--- src/lcp_regs.svh ---
// Constants for the link control protocol entity
`ifndef LCP_REGS_SVH
`define LCP_REGS_SVH
`define LCP_CLK_HZ 100000000
`define LCP_TIMER_MS 1000
`define LCP_TIMER_CYCLES ((`LCP_CLK_HZ / 1000) * `LCP_TIMER_MS)
`define LCP_FUNC_W 7
`define LCP_ADDR_W 16
`define LCP_FUNC_MAX 7'h07
`define LCP_MSG_LC 2'h1
`define LCP_MSG_ACK 2'h2
`define LCP_FIFO_DEPTH 4
`endif

--- src/lcp_pkg.sv ---
// Types for the link control protocol entity
package lcp_pkg;
	typedef enum logic [1:0]
	{
		LCP_OUT_OF_SERVICE = 2'h0,
		LCP_IN_SERVICE = 2'h1,
		LCP_AWAIT_ACK = 2'h3
	} lcp_state_e;
endpackage

--- src/lcp_ack_timer.sv ---
// Acknowledgement wait timer with one-cycle expiry pulse
`timescale 1ns/1ps
`include "lcp_regs.svh"
module lcp_ack_timer #(
	parameter int unsigned CYCLES = `LCP_TIMER_CYCLES
)
(
	// Clock and reset
	input wire logic sys_clk,
	input wire logic rst_n,
	// Control
	input wire logic start,
	input wire logic stop,
	// Status
	output logic running,
	output logic expired
);
	logic [31:0] cnt_r;
	logic [31:0] cnt_nxt;
	logic run_r;
	logic run_nxt;
	logic exp_r;
	logic exp_nxt;

	if (CYCLES < 2)
	begin : g_cycles_check
		$error("Timer count too small");
	end

	always_comb
	begin
		cnt_nxt = cnt_r;
		run_nxt = run_r;
		exp_nxt = 1'b0;
		if (start)
		begin
			cnt_nxt = 32'(CYCLES - 1);
			run_nxt = 1'b1;
		end
		else if (stop)
			run_nxt = 1'b0;
		else if (run_r)
		begin
			if (cnt_r == 32'h0)
			begin
				run_nxt = 1'b0;
				exp_nxt = 1'b1;
			end
			else
				cnt_nxt = cnt_r - 32'h1;
		end
	end

	always_ff @(posedge sys_clk or negedge rst_n)
	begin
		if (!rst_n)
		begin
			cnt_r <= 32'h0;
			run_r <= 1'b0;
			exp_r <= 1'b0;
		end
		else
		begin
			cnt_r <= cnt_nxt;
			run_r <= run_nxt;
			exp_r <= exp_nxt;
		end
	end

	assign running = run_r;
	assign expired = exp_r;
endmodule

--- src/lcp_entity.sv ---
// Link control protocol entity: message checks, state machine, request store
// What this block does
// Bad, unknown or foreign link address: error indication, message dropped.
// Unknown message type: error indication, message dropped.
// Repeated mandatory element: error indication, message dropped.
// Missing mandatory element: error indication, message dropped.
// Unknown elements removed, processing continues, error indication also sent.
// Bad length or undefined content in mandatory element: error, drop.
// Acknowledgement timer lasts one second within ten percent.
// Timer starts on every sent link control message, stops on matching acknowledgement.
// Function request while awaiting acknowledgement is stored unless the store is full, state unchanged.
// Received link control message in service or awaiting: acknowledge and forward to management; dropped without either if a message is sent that cycle.
// Unexpected acknowledgement in service, or expiry, is ignored without state change.
// Out of service, message or request gives error indication, no change.
// In service, request sends message, starts timer, enters awaiting state.
// First expiry resends and restarts; second reports error, back in service.
// Stop traffic stops timer, goes out of service; start enters service.
// Acknowledgement while awaiting stops timer, returns, then sends oldest stored request.
`timescale 1ns/1ps
`include "lcp_regs.svh"
module lcp_entity #(
	parameter int unsigned TIMER_CYCLES = `LCP_TIMER_CYCLES,
	parameter int unsigned DEPTH = `LCP_FIFO_DEPTH,
	parameter logic [`LCP_ADDR_W-1:0] LINK_ADDR = 16'h0001
)
(
	// Clock and reset
	input wire logic sys_clk,
	input wire logic rst_n,
	// Management commands
	input wire logic mgmt_start_traffic_cmd,
	input wire logic mgmt_stop_traffic_cmd,
	// Function request from management
	input wire logic function_request_primitive,
	input wire logic [`LCP_FUNC_W-1:0] req_func,
	// Parsed received message from data link
	input wire logic rx_valid,
	input wire logic [1:0] rx_type,
	input wire logic rx_type_known,
	input wire logic rx_addr_coding_ok,
	input wire logic [`LCP_ADDR_W-1:0] rx_addr,
	input wire logic rx_ie_repeated,
	input wire logic rx_ie_missing,
	input wire logic rx_ie_unknown,
	input wire logic rx_ie_len_ok,
	input wire logic [`LCP_FUNC_W-1:0] rx_func,
	// Transmit to data link
	output logic tx_valid,
	output logic [1:0] tx_type,
	output logic [`LCP_ADDR_W-1:0] tx_addr,
	output logic [`LCP_FUNC_W-1:0] tx_func,
	// Indications to management
	output logic mgmt_error_indication,
	output logic fwd_valid,
	output logic [`LCP_FUNC_W-1:0] fwd_func,
	output logic [`LCP_ADDR_W-1:0] fwd_addr,
	output logic [1:0] state,
	output logic store_full
);
	localparam int unsigned PW = (DEPTH > 1) ? $clog2(DEPTH) : 1;

	if (DEPTH < 1 || DEPTH > 256)
	begin : g_depth_check
		$error("Store depth out of range");
	end

	// Reset release
	logic rs1_r;
	logic rs2_r;
	always_ff @(posedge sys_clk or negedge rst_n)
	begin
		if (!rst_n)
		begin
			rs1_r <= 1'b0;
			rs2_r <= 1'b0;
		end
		else
		begin
			rs1_r <= 1'b1;
			rs2_r <= rs1_r;
		end
	end
	wire logic srst_n = rs2_r;

	// Timer
	logic tmr_start;
	logic tmr_stop;
	logic tmr_run;
	logic tmr_exp;
	lcp_ack_timer #(.CYCLES(TIMER_CYCLES)) u_timer
	(
		.sys_clk(sys_clk),
		.rst_n(srst_n),
		.start(tmr_start),
		.stop(tmr_stop),
		.running(tmr_run),
		.expired(tmr_exp)
	);

	// Received message checks
	logic rx_drop;
	logic rx_soft_err;
	logic rx_ok;
	always_comb
	begin
		rx_drop = 1'b0;
		if (!rx_addr_coding_ok || rx_addr != LINK_ADDR)
			rx_drop = 1'b1;
		else if (!rx_type_known)
			rx_drop = 1'b1;
		else if (rx_ie_repeated)
			rx_drop = 1'b1;
		else if (rx_ie_missing)
			rx_drop = 1'b1;
		else if (rx_type == `LCP_MSG_LC && (!rx_ie_len_ok || rx_func > `LCP_FUNC_MAX))
			rx_drop = 1'b1;
		rx_soft_err = !rx_drop && rx_ie_unknown;
		rx_ok = rx_valid && !rx_drop;
	end

	// Stored requests
	logic [`LCP_FUNC_W-1:0] mem_r [DEPTH];
	logic [PW-1:0] wp_r;
	logic [PW-1:0] wp_nxt;
	logic [PW-1:0] rp_r;
	logic [PW-1:0] rp_nxt;
	logic [PW:0] cnt_r;
	logic [PW:0] cnt_nxt;
	logic push;
	logic pop;

	// Protocol state
	lcp_pkg::lcp_state_e st_r;
	lcp_pkg::lcp_state_e st_nxt;
	logic retry_r;
	logic retry_nxt;
	logic [`LCP_FUNC_W-1:0] cur_r;
	logic [`LCP_FUNC_W-1:0] cur_nxt;
	logic txv_nxt;
	logic [1:0] txt_nxt;
	logic [`LCP_FUNC_W-1:0] txf_nxt;
	logic err_nxt;
	logic fwdv_nxt;
	logic [`LCP_FUNC_W-1:0] fwdf_nxt;
	logic [`LCP_ADDR_W-1:0] fwda_nxt;
	logic [`LCP_ADDR_W-1:0] fwda_r;
	logic [`LCP_FUNC_W-1:0] fwdf_r;
	logic fwdv_r;
	logic err_r;
	logic txv_r;
	logic [1:0] txt_r;
	logic [`LCP_FUNC_W-1:0] txf_r;

	always_comb
	begin
		st_nxt = st_r;
		retry_nxt = retry_r;
		cur_nxt = cur_r;
		txv_nxt = 1'b0;
		txt_nxt = txt_r;
		txf_nxt = txf_r;
		err_nxt = 1'b0;
		fwdv_nxt = 1'b0;
		fwdf_nxt = fwdf_r;
		fwda_nxt = fwda_r;
		tmr_start = 1'b0;
		tmr_stop = 1'b0;
		push = 1'b0;
		pop = 1'b0;
		if (rx_valid && (rx_drop || rx_soft_err))
			err_nxt = 1'b1;
		if (mgmt_stop_traffic_cmd && st_r != lcp_pkg::LCP_OUT_OF_SERVICE)
		begin
			tmr_stop = 1'b1;
			st_nxt = lcp_pkg::LCP_OUT_OF_SERVICE;
		end
		else
		begin
			unique case (st_r)
				lcp_pkg::LCP_OUT_OF_SERVICE:
				begin
					if (mgmt_start_traffic_cmd)
						st_nxt = lcp_pkg::LCP_IN_SERVICE;
					if (function_request_primitive || rx_ok)
						err_nxt = 1'b1;
				end
				lcp_pkg::LCP_IN_SERVICE:
				begin
					if (function_request_primitive || cnt_r != '0)
					begin
						cur_nxt = (cnt_r != '0) ? mem_r[rp_r] : req_func;
						pop = (cnt_r != '0);
						push = (cnt_r != '0) && function_request_primitive;
						txv_nxt = 1'b1;
						txt_nxt = `LCP_MSG_LC;
						txf_nxt = cur_nxt;
						tmr_start = 1'b1;
						retry_nxt = 1'b0;
						st_nxt = lcp_pkg::LCP_AWAIT_ACK;
					end
				end
				lcp_pkg::LCP_AWAIT_ACK:
				begin
					if (function_request_primitive)
						push = 1'b1;
					if (rx_ok && rx_type == `LCP_MSG_ACK)
					begin
						tmr_stop = 1'b1;
						st_nxt = lcp_pkg::LCP_IN_SERVICE;
					end
					else if (tmr_exp && !retry_r)
					begin
						txv_nxt = 1'b1;
						txt_nxt = `LCP_MSG_LC;
						txf_nxt = cur_r;
						tmr_start = 1'b1;
						retry_nxt = 1'b1;
					end
					else if (tmr_exp)
					begin
						err_nxt = 1'b1;
						st_nxt = lcp_pkg::LCP_IN_SERVICE;
					end
				end
				default:
					st_nxt = lcp_pkg::LCP_OUT_OF_SERVICE;
			endcase
		end
		if (rx_ok && rx_type == `LCP_MSG_LC && st_r != lcp_pkg::LCP_OUT_OF_SERVICE
			&& !txv_nxt)
		begin
			txv_nxt = 1'b1;
			txt_nxt = `LCP_MSG_ACK;
			txf_nxt = rx_func;
			fwdv_nxt = 1'b1;
			fwdf_nxt = rx_func;
			fwda_nxt = rx_addr;
		end
		// Acknowledgements in service and stray expiries fall through //R11
	end

	always_comb
	begin
		wp_nxt = wp_r;
		rp_nxt = rp_r;
		cnt_nxt = cnt_r;
		if (push && (cnt_r < (PW+1)'(DEPTH) || pop))
		begin
			wp_nxt = (wp_r == PW'(DEPTH - 1)) ? '0 : wp_r + PW'(1);
			cnt_nxt = cnt_nxt + (PW+1)'(1);
		end
		if (pop)
		begin
			rp_nxt = (rp_r == PW'(DEPTH - 1)) ? '0 : rp_r + PW'(1);
			cnt_nxt = cnt_nxt - (PW+1)'(1);
		end
	end

	always_ff @(posedge sys_clk)
	begin
		if (push && (cnt_r < (PW+1)'(DEPTH) || pop))
			mem_r[wp_r] <= req_func;
	end

	always_ff @(posedge sys_clk or negedge srst_n)
	begin
		if (!srst_n)
		begin
			st_r <= lcp_pkg::LCP_OUT_OF_SERVICE;
			retry_r <= 1'b0;
			cur_r <= '0;
			txv_r <= 1'b0;
			txt_r <= 2'h0;
			txf_r <= '0;
			err_r <= 1'b0;
			fwdv_r <= 1'b0;
			fwdf_r <= '0;
			fwda_r <= '0;
			wp_r <= '0;
			rp_r <= '0;
			cnt_r <= '0;
		end
		else
		begin
			st_r <= st_nxt;
			retry_r <= retry_nxt;
			cur_r <= cur_nxt;
			txv_r <= txv_nxt;
			txt_r <= txt_nxt;
			txf_r <= txf_nxt;
			err_r <= err_nxt;
			fwdv_r <= fwdv_nxt;
			fwdf_r <= fwdf_nxt;
			fwda_r <= fwda_nxt;
			wp_r <= wp_nxt;
			rp_r <= rp_nxt;
			cnt_r <= cnt_nxt;
		end
	end

	assign tx_valid = txv_r;
	assign tx_type = txt_r;
	assign tx_addr = LINK_ADDR;
	assign tx_func = txf_r;
	assign mgmt_error_indication = err_r;
	assign fwd_valid = fwdv_r;
	assign fwd_func = fwdf_r;
	assign fwd_addr = fwda_r;
	assign state = st_r;
	assign store_full = (cnt_r == (PW+1)'(DEPTH));
endmodule

--- config.mk ---
export PLATFORM = sky130hd
export DESIGN_NAME = lcp_entity
export DESIGN_NICKNAME = d
export VERILOG_FILES = /design/src/lcp_pkg.sv /design/src/lcp_ack_timer.sv /design/src/lcp_entity.sv
export VERILOG_INCLUDE_DIRS = /design/src
export SDC_FILE = /design/constraint.sdc
export NUM_CORES = 1
export LEC_CHECK = 0
export ABC_AREA = 1
export BUFFER_PORTS_ARGS = -buffer_cell sky130_fd_sc_hd__buf_2
export CORE_MARGIN = 4
export CORE_UTILIZATION = 55
export DETAILED_ROUTE_END_ITERATION = 16
export GPL_TIMING_DRIVEN = 0
export PLACE_DENSITY = 0.78
export REMOVE_ABC_BUFFERS = 1
export SLEW_MARGIN = 20
export SYNTH_ARGS = -nofsm -noshare
export SYNTH_HDL_FRONTEND = slang
export SYNTH_SLANG_ARGS = --single-unit
--- constraint.sdc ---
create_clock -name sys_clk -period 3.2 [get_ports sys_clk]
set_input_delay 0.32 -clock sys_clk [delete_from_list [all_inputs] [get_ports sys_clk]]
set_output_delay 0.32 -clock sys_clk [all_outputs]
set_load 0.1 [all_outputs]
# Word-level counts from Yosys, hierarchy flattened

Memory sizes are Yosys's and may differ from the RTL's.
Index checks and enable logic that the tools add are counted.

Bits in writable memories: 28
Memories kept: 1
Bits in registers: 88
Output and inout bits: 54
Logic and storage cells: 154

Multiplexer cells: 71
Reductions and logical operators: 35
Bitwise gates (word level): 1
Equal/unequal tests: 21
Order comparisons: 2
Add/subtract/negate cells: 5

Memories:

| name  | words | bits a word | read ports | clocked after Yosys merged registers in | wr ports | RTL line          | RTL |
|---|---|---|---|---|---|---|---|
| mem_r | 4     | 7           | 1          | 0                                       | 1        | lcp_entity.sv:122 | `` logic [`LCP_FUNC_W-1:0] mem_r [DEPTH]; `` |

Operators with widths:

| kind                  | count |
|---|---|
| $mux 32               | 4 |
| $mux 7                | 6 |
| $mux 1                | 39 |
| $logic_not 32->1      | 1 |
| $sub 32x1->32 const B | 1 |
| $mux 2                | 13 |
| $ne 16x1->1 const B   | 1 |
| $ne 3x3->1 const B    | 5 |
| $pmux 7 s2            | 1 |
| $logic_and 1x1->1     | 12 |
| $ne 2x2->1 const B    | 5 |
| $reduce_and 5->1      | 2 |
| $eq 2x2->1 const B    | 4 |
| $pmux 1 s2            | 4 |
| $gt 7x3->1 const B    | 1 |
| $logic_or 1x1->1      | 6 |
| $mux 3                | 2 |
| $pmux 2 s3            | 1 |
| $reduce_and 3->1      | 2 |
| $reduce_bool 2->1     | 3 |
| $reduce_bool 3->1     | 2 |
| $logic_not 1->1       | 5 |
| $add 2x1->2 const B   | 2 |
| $eq 2x1->1 const B    | 2 |
| other kinds (11)      | 11 |

# Depth between registers and ports, before layout

Word-level depth: 18
Gate-level depth with buffers: 17

# Modules after synthesis

Synthesis repeated with hierarchy kept, for this count alone.

Cells, all modules: 783
Area, all modules: 6,233.5 sq um

By module, submodules not included:

| module        | seq. area each (sq um) | cells an instance | area an instance (sq um) | times used |
|---|---|---|---|---|
| lcp_entity    | 2,192.1                | 431               | 3,926.3                  | 1 |
| lcp_ack_timer | 850.8                  | 352               | 2,307.2                  | 1 |

# Worst setup path after synthesis

Ideal clock, no wire load.

Path type: register to register
From: register st_r[0], in the netlist state[0]
To: register cnt_r[2]
Slack: 318 ps
Arrival: 2,758 ps
Stages on the path, launching flop included: 12
Clock period less this slack: 2,882 ps
Required time: 3,075 ps
Cells stage by stage: dfrtp_1 ha_1 inv_1 o21ai_1 nand2_1 or3_1 buf_2 xor2_1 ha_1 nand2_1 xor2_1 xnor2_1

Longest elaborated chain between the ends: 8
Elaborated cells on any way between the ends: 13
Those cells by class: add/sub: 1; eq/ne: 2; mux: 6; reduce/logical: 4

Ends and longest elaborated chain:

| element                                         | RTL line                             | RTL |
|---|---|---|
| from (decl)                                     | lcp_entity.sv:133                    | `lcp_pkg::lcp_state_e st_r;` |
| from (signal assigned)                          | lcp_entity.sv:269                    | `st_r <= lcp_pkg::LCP_OUT_OF_SERVICE;` |
| from (signal assigned)                          | lcp_entity.sv:285                    | `st_r <= st_nxt;` |
| $eq 2x1->1 or $reduce_bool 2->1 (tied branches) | lcp_entity.sv:179, lcp_entity.sv:172 |  |
| $mux 1 or $logic_and 1x1->1 (tied branches)     | lcp_entity.sv:179, lcp_entity.sv:172 |  |
| $mux 1                                          | lcp_entity.sv:172                    | `if (mgmt_stop_traffic_cmd && st_r != lcp_pkg::LCP_OUT_OF_SERVICE)` |
| $logic_or 1x1->1                                | lcp_entity.sv:247                    | `if (push && (cnt_r < (PW+1)'(DEPTH) \|\| pop))` |
| $logic_and 1x1->1                               | lcp_entity.sv:247                    |  |
| $mux 3                                          | lcp_entity.sv:247                    |  |
| $sub 3x1->3                                     | lcp_entity.sv:255                    | `cnt_nxt = cnt_nxt - (PW+1)'(1);` |
| $mux 3 *                                        | lcp_entity.sv:252                    | `if (pop)` |
| net cnt_nxt[2]                                  | lcp_entity.sv:128                    | `logic [PW:0] cnt_nxt;` |
| to (signal assigned)                            | lcp_entity.sv:297                    | `cnt_r <= cnt_nxt;` |
| to (decl)                                       | lcp_entity.sv:127                    | `logic [PW:0] cnt_r;` |

Mark *: on every way through the listed nets, which the timed path passes. The rest lies on a longest branch.
A chain may end at the register's enable or synchronous reset.

# Worst setup path after layout

From: register st_r[0], in the netlist state[0]
To: memory mem_r[2][4] (netlist bit), enable pin

Longest elaborated chain between the ends: 7
Elaborated cells on any way between the ends: 12
Those cells by class: eq/ne: 2; mux: 6; reduce/logical: 4

Ends and longest elaborated chain:

| element                                         | RTL line                             | RTL |
|---|---|---|
| $eq 2x1->1 or $reduce_bool 2->1 (tied branches) | lcp_entity.sv:179, lcp_entity.sv:172 |  |
| $mux 1 or $logic_and 1x1->1 (tied branches)     | lcp_entity.sv:179, lcp_entity.sv:172 |  |
| $mux 1                                          | lcp_entity.sv:172                    |  |
| $logic_or 1x1->1                                | lcp_entity.sv:261                    | `if (push && (cnt_r < (PW+1)'(DEPTH) \|\| pop))` |
| $logic_and 1x1->1 *                             | lcp_entity.sv:261                    |  |
| $mux 1 *                                        | lcp_entity.sv:261                    |  |
| $mux 1 (implied by the code) *                  | lcp_entity.sv:262                    | `mem_r[wp_r] <= req_func;` |
| to (decl)                                       | lcp_entity.sv:122                    |  |

Mark *: on every way between the ends. The rest lies on a longest branch, timed or not.

==> results.yml <==
global_route:
  grt_max_degree: 53
  antenna_found_initial: 0
  grt_first_pass_wirelength_um: 23000
  grt_pass1_vias: 4972
  grt_usage: 0.221
  grt-ovfl-total: 0
pwr:
  cellPowerDensity_nw_per_um2: 975
  p_leak_nw: 3.59
  finalPower_mw: 7.05
  irDropWorstVdd_mv: 0.757
sta:
  setup_ws_ns: 0.278
  hold-worst-slack_ns: 0.137
  fmax_mhz: 342
  fin_skew_ns: 0.00711
  finalSetupViolCount: 0
  timing.final.crit_share: 0.913
  rsz0062_at_grt: "no"
  maxSlewHeadroom: 0.512
  period_needed_ns: 2.92
  fin_setup_tns_ns: 0
  report.final.slew_viol_count: 0
  worstMarginPinSlew_ns: 0.729
  hold_violations: 0
setup_path:
  crit_required_ns: 3.24
  r2r_start: "state[0]$_DFFE_PN0P_"
  critPathArrivalTime_ns: 2.96
  crit_fanout: 14
  crit_type: "reg2reg"
  reg2regPathDepth: 6
  start_kind: "flop"
  r2r_slack_ns: 0.28
  crit_path_end_kind: "flop"
  r2r-end: "mem_r[2][4]$_DFFE_PP_"
clock_network:
  cts_buffers: 17
  clock-sinks: 116
  cts_max_level: 4
  root_buffer: "clkbuf_16"
  clk_pin_slew_worst_paths_ns: 0.05
  clkLatencyLatePin_ns: 0.41
  clockBufferDepth: 2
  cts_tree: "done"
place:
  numPlacedInstances: 951
  dp.final_hpwl_um: 9880
  post-place-ws_ns: 0.298
  place_area_sq_um: 6620
  portBuffers: 81
  finalWeightedCongestion: 0.876
finish:
  fin_cells: 984
  design_area_sq_um: 7230
  final_cell_mix: "nand2_1, nor2_1, dfrtp_1"
  fin_util: 0.659
  final_common_cell: "nand2_1"
  antenna_cells: 0
  area_growth_pct: 16.1
  final_net_count: 887
  drive_gt1_frac: 0.190
route:
  drtIter0Drc: 396
  antenna_left: 0
  vias_per_cell: 5.33
  postRouteWirelength_um: 14000
  firstDrtPassIters: 6
  wire_per_inst_um: 14.2
  vias: 5242
  route.detailed.drc: 0
min_path:
  holdPathEnd: "mem_r[0][1]$_DFFE_PP_"
  hold_depth: 1
  hold_path.class: "in2reg"
  hold_start: "req_func[1]"
die:
  die-area_sq_um: 13100
  die_y_um: 114
  coreArea_sq_um: 11000
  rows: 38
  initial_core_util: 0.567
  io_pins: 98
  die_w_um: 114
yosys:
  synth_compound_area_frac: 0.0801
  yosysWarnings: 0
  synth_cell_type_count: 39
  yosys.area_share.simple: 0.276
  synth_cells: 750
  ys_seq_area_frac: 0.488
  ys_ff_latch: 116
  synth_top_family_by_area: "simple AND/OR/NAND/NOR gates"
  avgSynthCellArea_sq_um: 8.31
  synth_fa_ha_area_frac: 0.0241
  muxShareOfSynthArea: 0.00161
  syn_area_sq_um: 6230
  synthXorXnorAreaFrac: 0.0267
outcome:
  status: "complete, no violations"
run:
  drv_cap: 0
==> logic make-up after synthesis <==
group,after synthesis
AND/OR/NAND/NOR,388
buffers and inverters,129
flip-flops,116
AO/OA/AOI/OAI,83
XOR/XNOR,19
adder cells (fa/ha/maj),12
other,2
multiplexers,1
==> metal layers <==
metal | vias to the layer above | part of all wire | global-route usage
li1 | 2544 | - | -
met1 | 2487 | 0.43 | 0.285
met2 | 178 | 0.48 | 0.368
met3 | 33 | 0.062 | 0.0444
met4 | 0 | 0.019 | 0.0871
met5 | - | 0 | 0
==> report_power, final <==
group | switching [mW] | leakage [nW] | internal [mW]
registers | 0.304 | 1.27 | 1.86
clock network | 0.643 | 0.297 | 1.28
logic | 2.18 | 2.03 | 0.782
total | 3.13 | 3.59 | 3.92
==> cell usage after synthesis (all sizes together) <==
| cell | instances | area (sq um) |
|---|---|---|
| a22oi | 1 | 7.51 |
| o221ai | 4 | 35.0 |
| or2 | 3 | 18.8 |
| nand4 | 13 | 81.3 |
| nor2 | 122 | 515 |
| a21oi | 3 | 15.0 |
| inv | 93 | 354 |
| nor4 | 5 | 31.3 |
| o211ai | 3 | 22.5 |
| xor2 | 11 | 96.3 |
| dfrtp | 88 | 2200 |
| xnor2 | 8 | 70.1 |
| ha | 12 | 150 |
| edfxtp | 28 | 841 |
| nand2 | 180 | 741 |
| conb | 2 | 7.51 |
| buf | 32 | 264 |
| clkbuf | 4 | 15.0 |
| or3 | 1 | 6.26 |
| o21ai | 71 | 412 |
| nor3 | 8 | 40.0 |
| nand3 | 55 | 280 |
| nand3b | 1 | 7.51 |
| mux2i | 1 | 10.0 |
| o31ai | 1 | 7.51 |
==> how the worst max path moves through the flow <==
stage                                     from                       to  slack [ns]  cells past startpoint
after floorplan           state[0]$_DFFE_PN0P_       cnt_r[2]$_DFF_PN0_        0.12                     10
after global placement         rs2_r$_DFF_PN0_  fwd_addr[9]$_DFFE_PN0P_       -0.39                      0
after detailed placement  state[0]$_DFFE_PN0P_    mem_r[3][5]$_DFFE_PP_        0.30                      6
after CTS                 state[0]$_DFFE_PN0P_    mem_r[3][0]$_DFFE_PP_        0.26                      6
after global routing      state[0]$_DFFE_PN0P_  fwd_addr[0]$_DFFE_PN0P_        0.06                      9
final                     state[0]$_DFFE_PN0P_    mem_r[2][4]$_DFFE_PP_        0.28                      6
==> registers in the layout, summed over array words and instances (netlist names), 3 cells and up <==
name / count
cnt_r: 3
mem_r: 28
u_timer.cnt_r: 32
fwd_addr: 16
fwd_func: 7
cur_r: 7
tx_func: 7
==> worst max-delay path: stages, from the launching register on <==
cell and delay (ns):
dfrtp_1 0.45, ha_1 0.52, inv_1 0.29, o21ai_1 0.15, nand2_1 0.06, or3_1 0.47, nor2_1 0.62
==> layout make-up <==
class                           instances  area, sq um
Clock inverter                          9          126
Inverter                               93          354
Sequential cell                       116         3050
Multi-Input combinational cell        520         2610
Timing Repair Buffer                   83          443
Fill cell                             884         3750
Clock buffer                           23          478
Tap cell                              140          175
==> repair_timing <==
action	in CTS	in global routing
setup buffers	0	0
hold buffers	1	0
setup endpoints to repair	0	0
endpoints found under the hold margin	2	0
gates resized for setup	0	0
No activity file was read; power rests on OpenSTA's default activity.
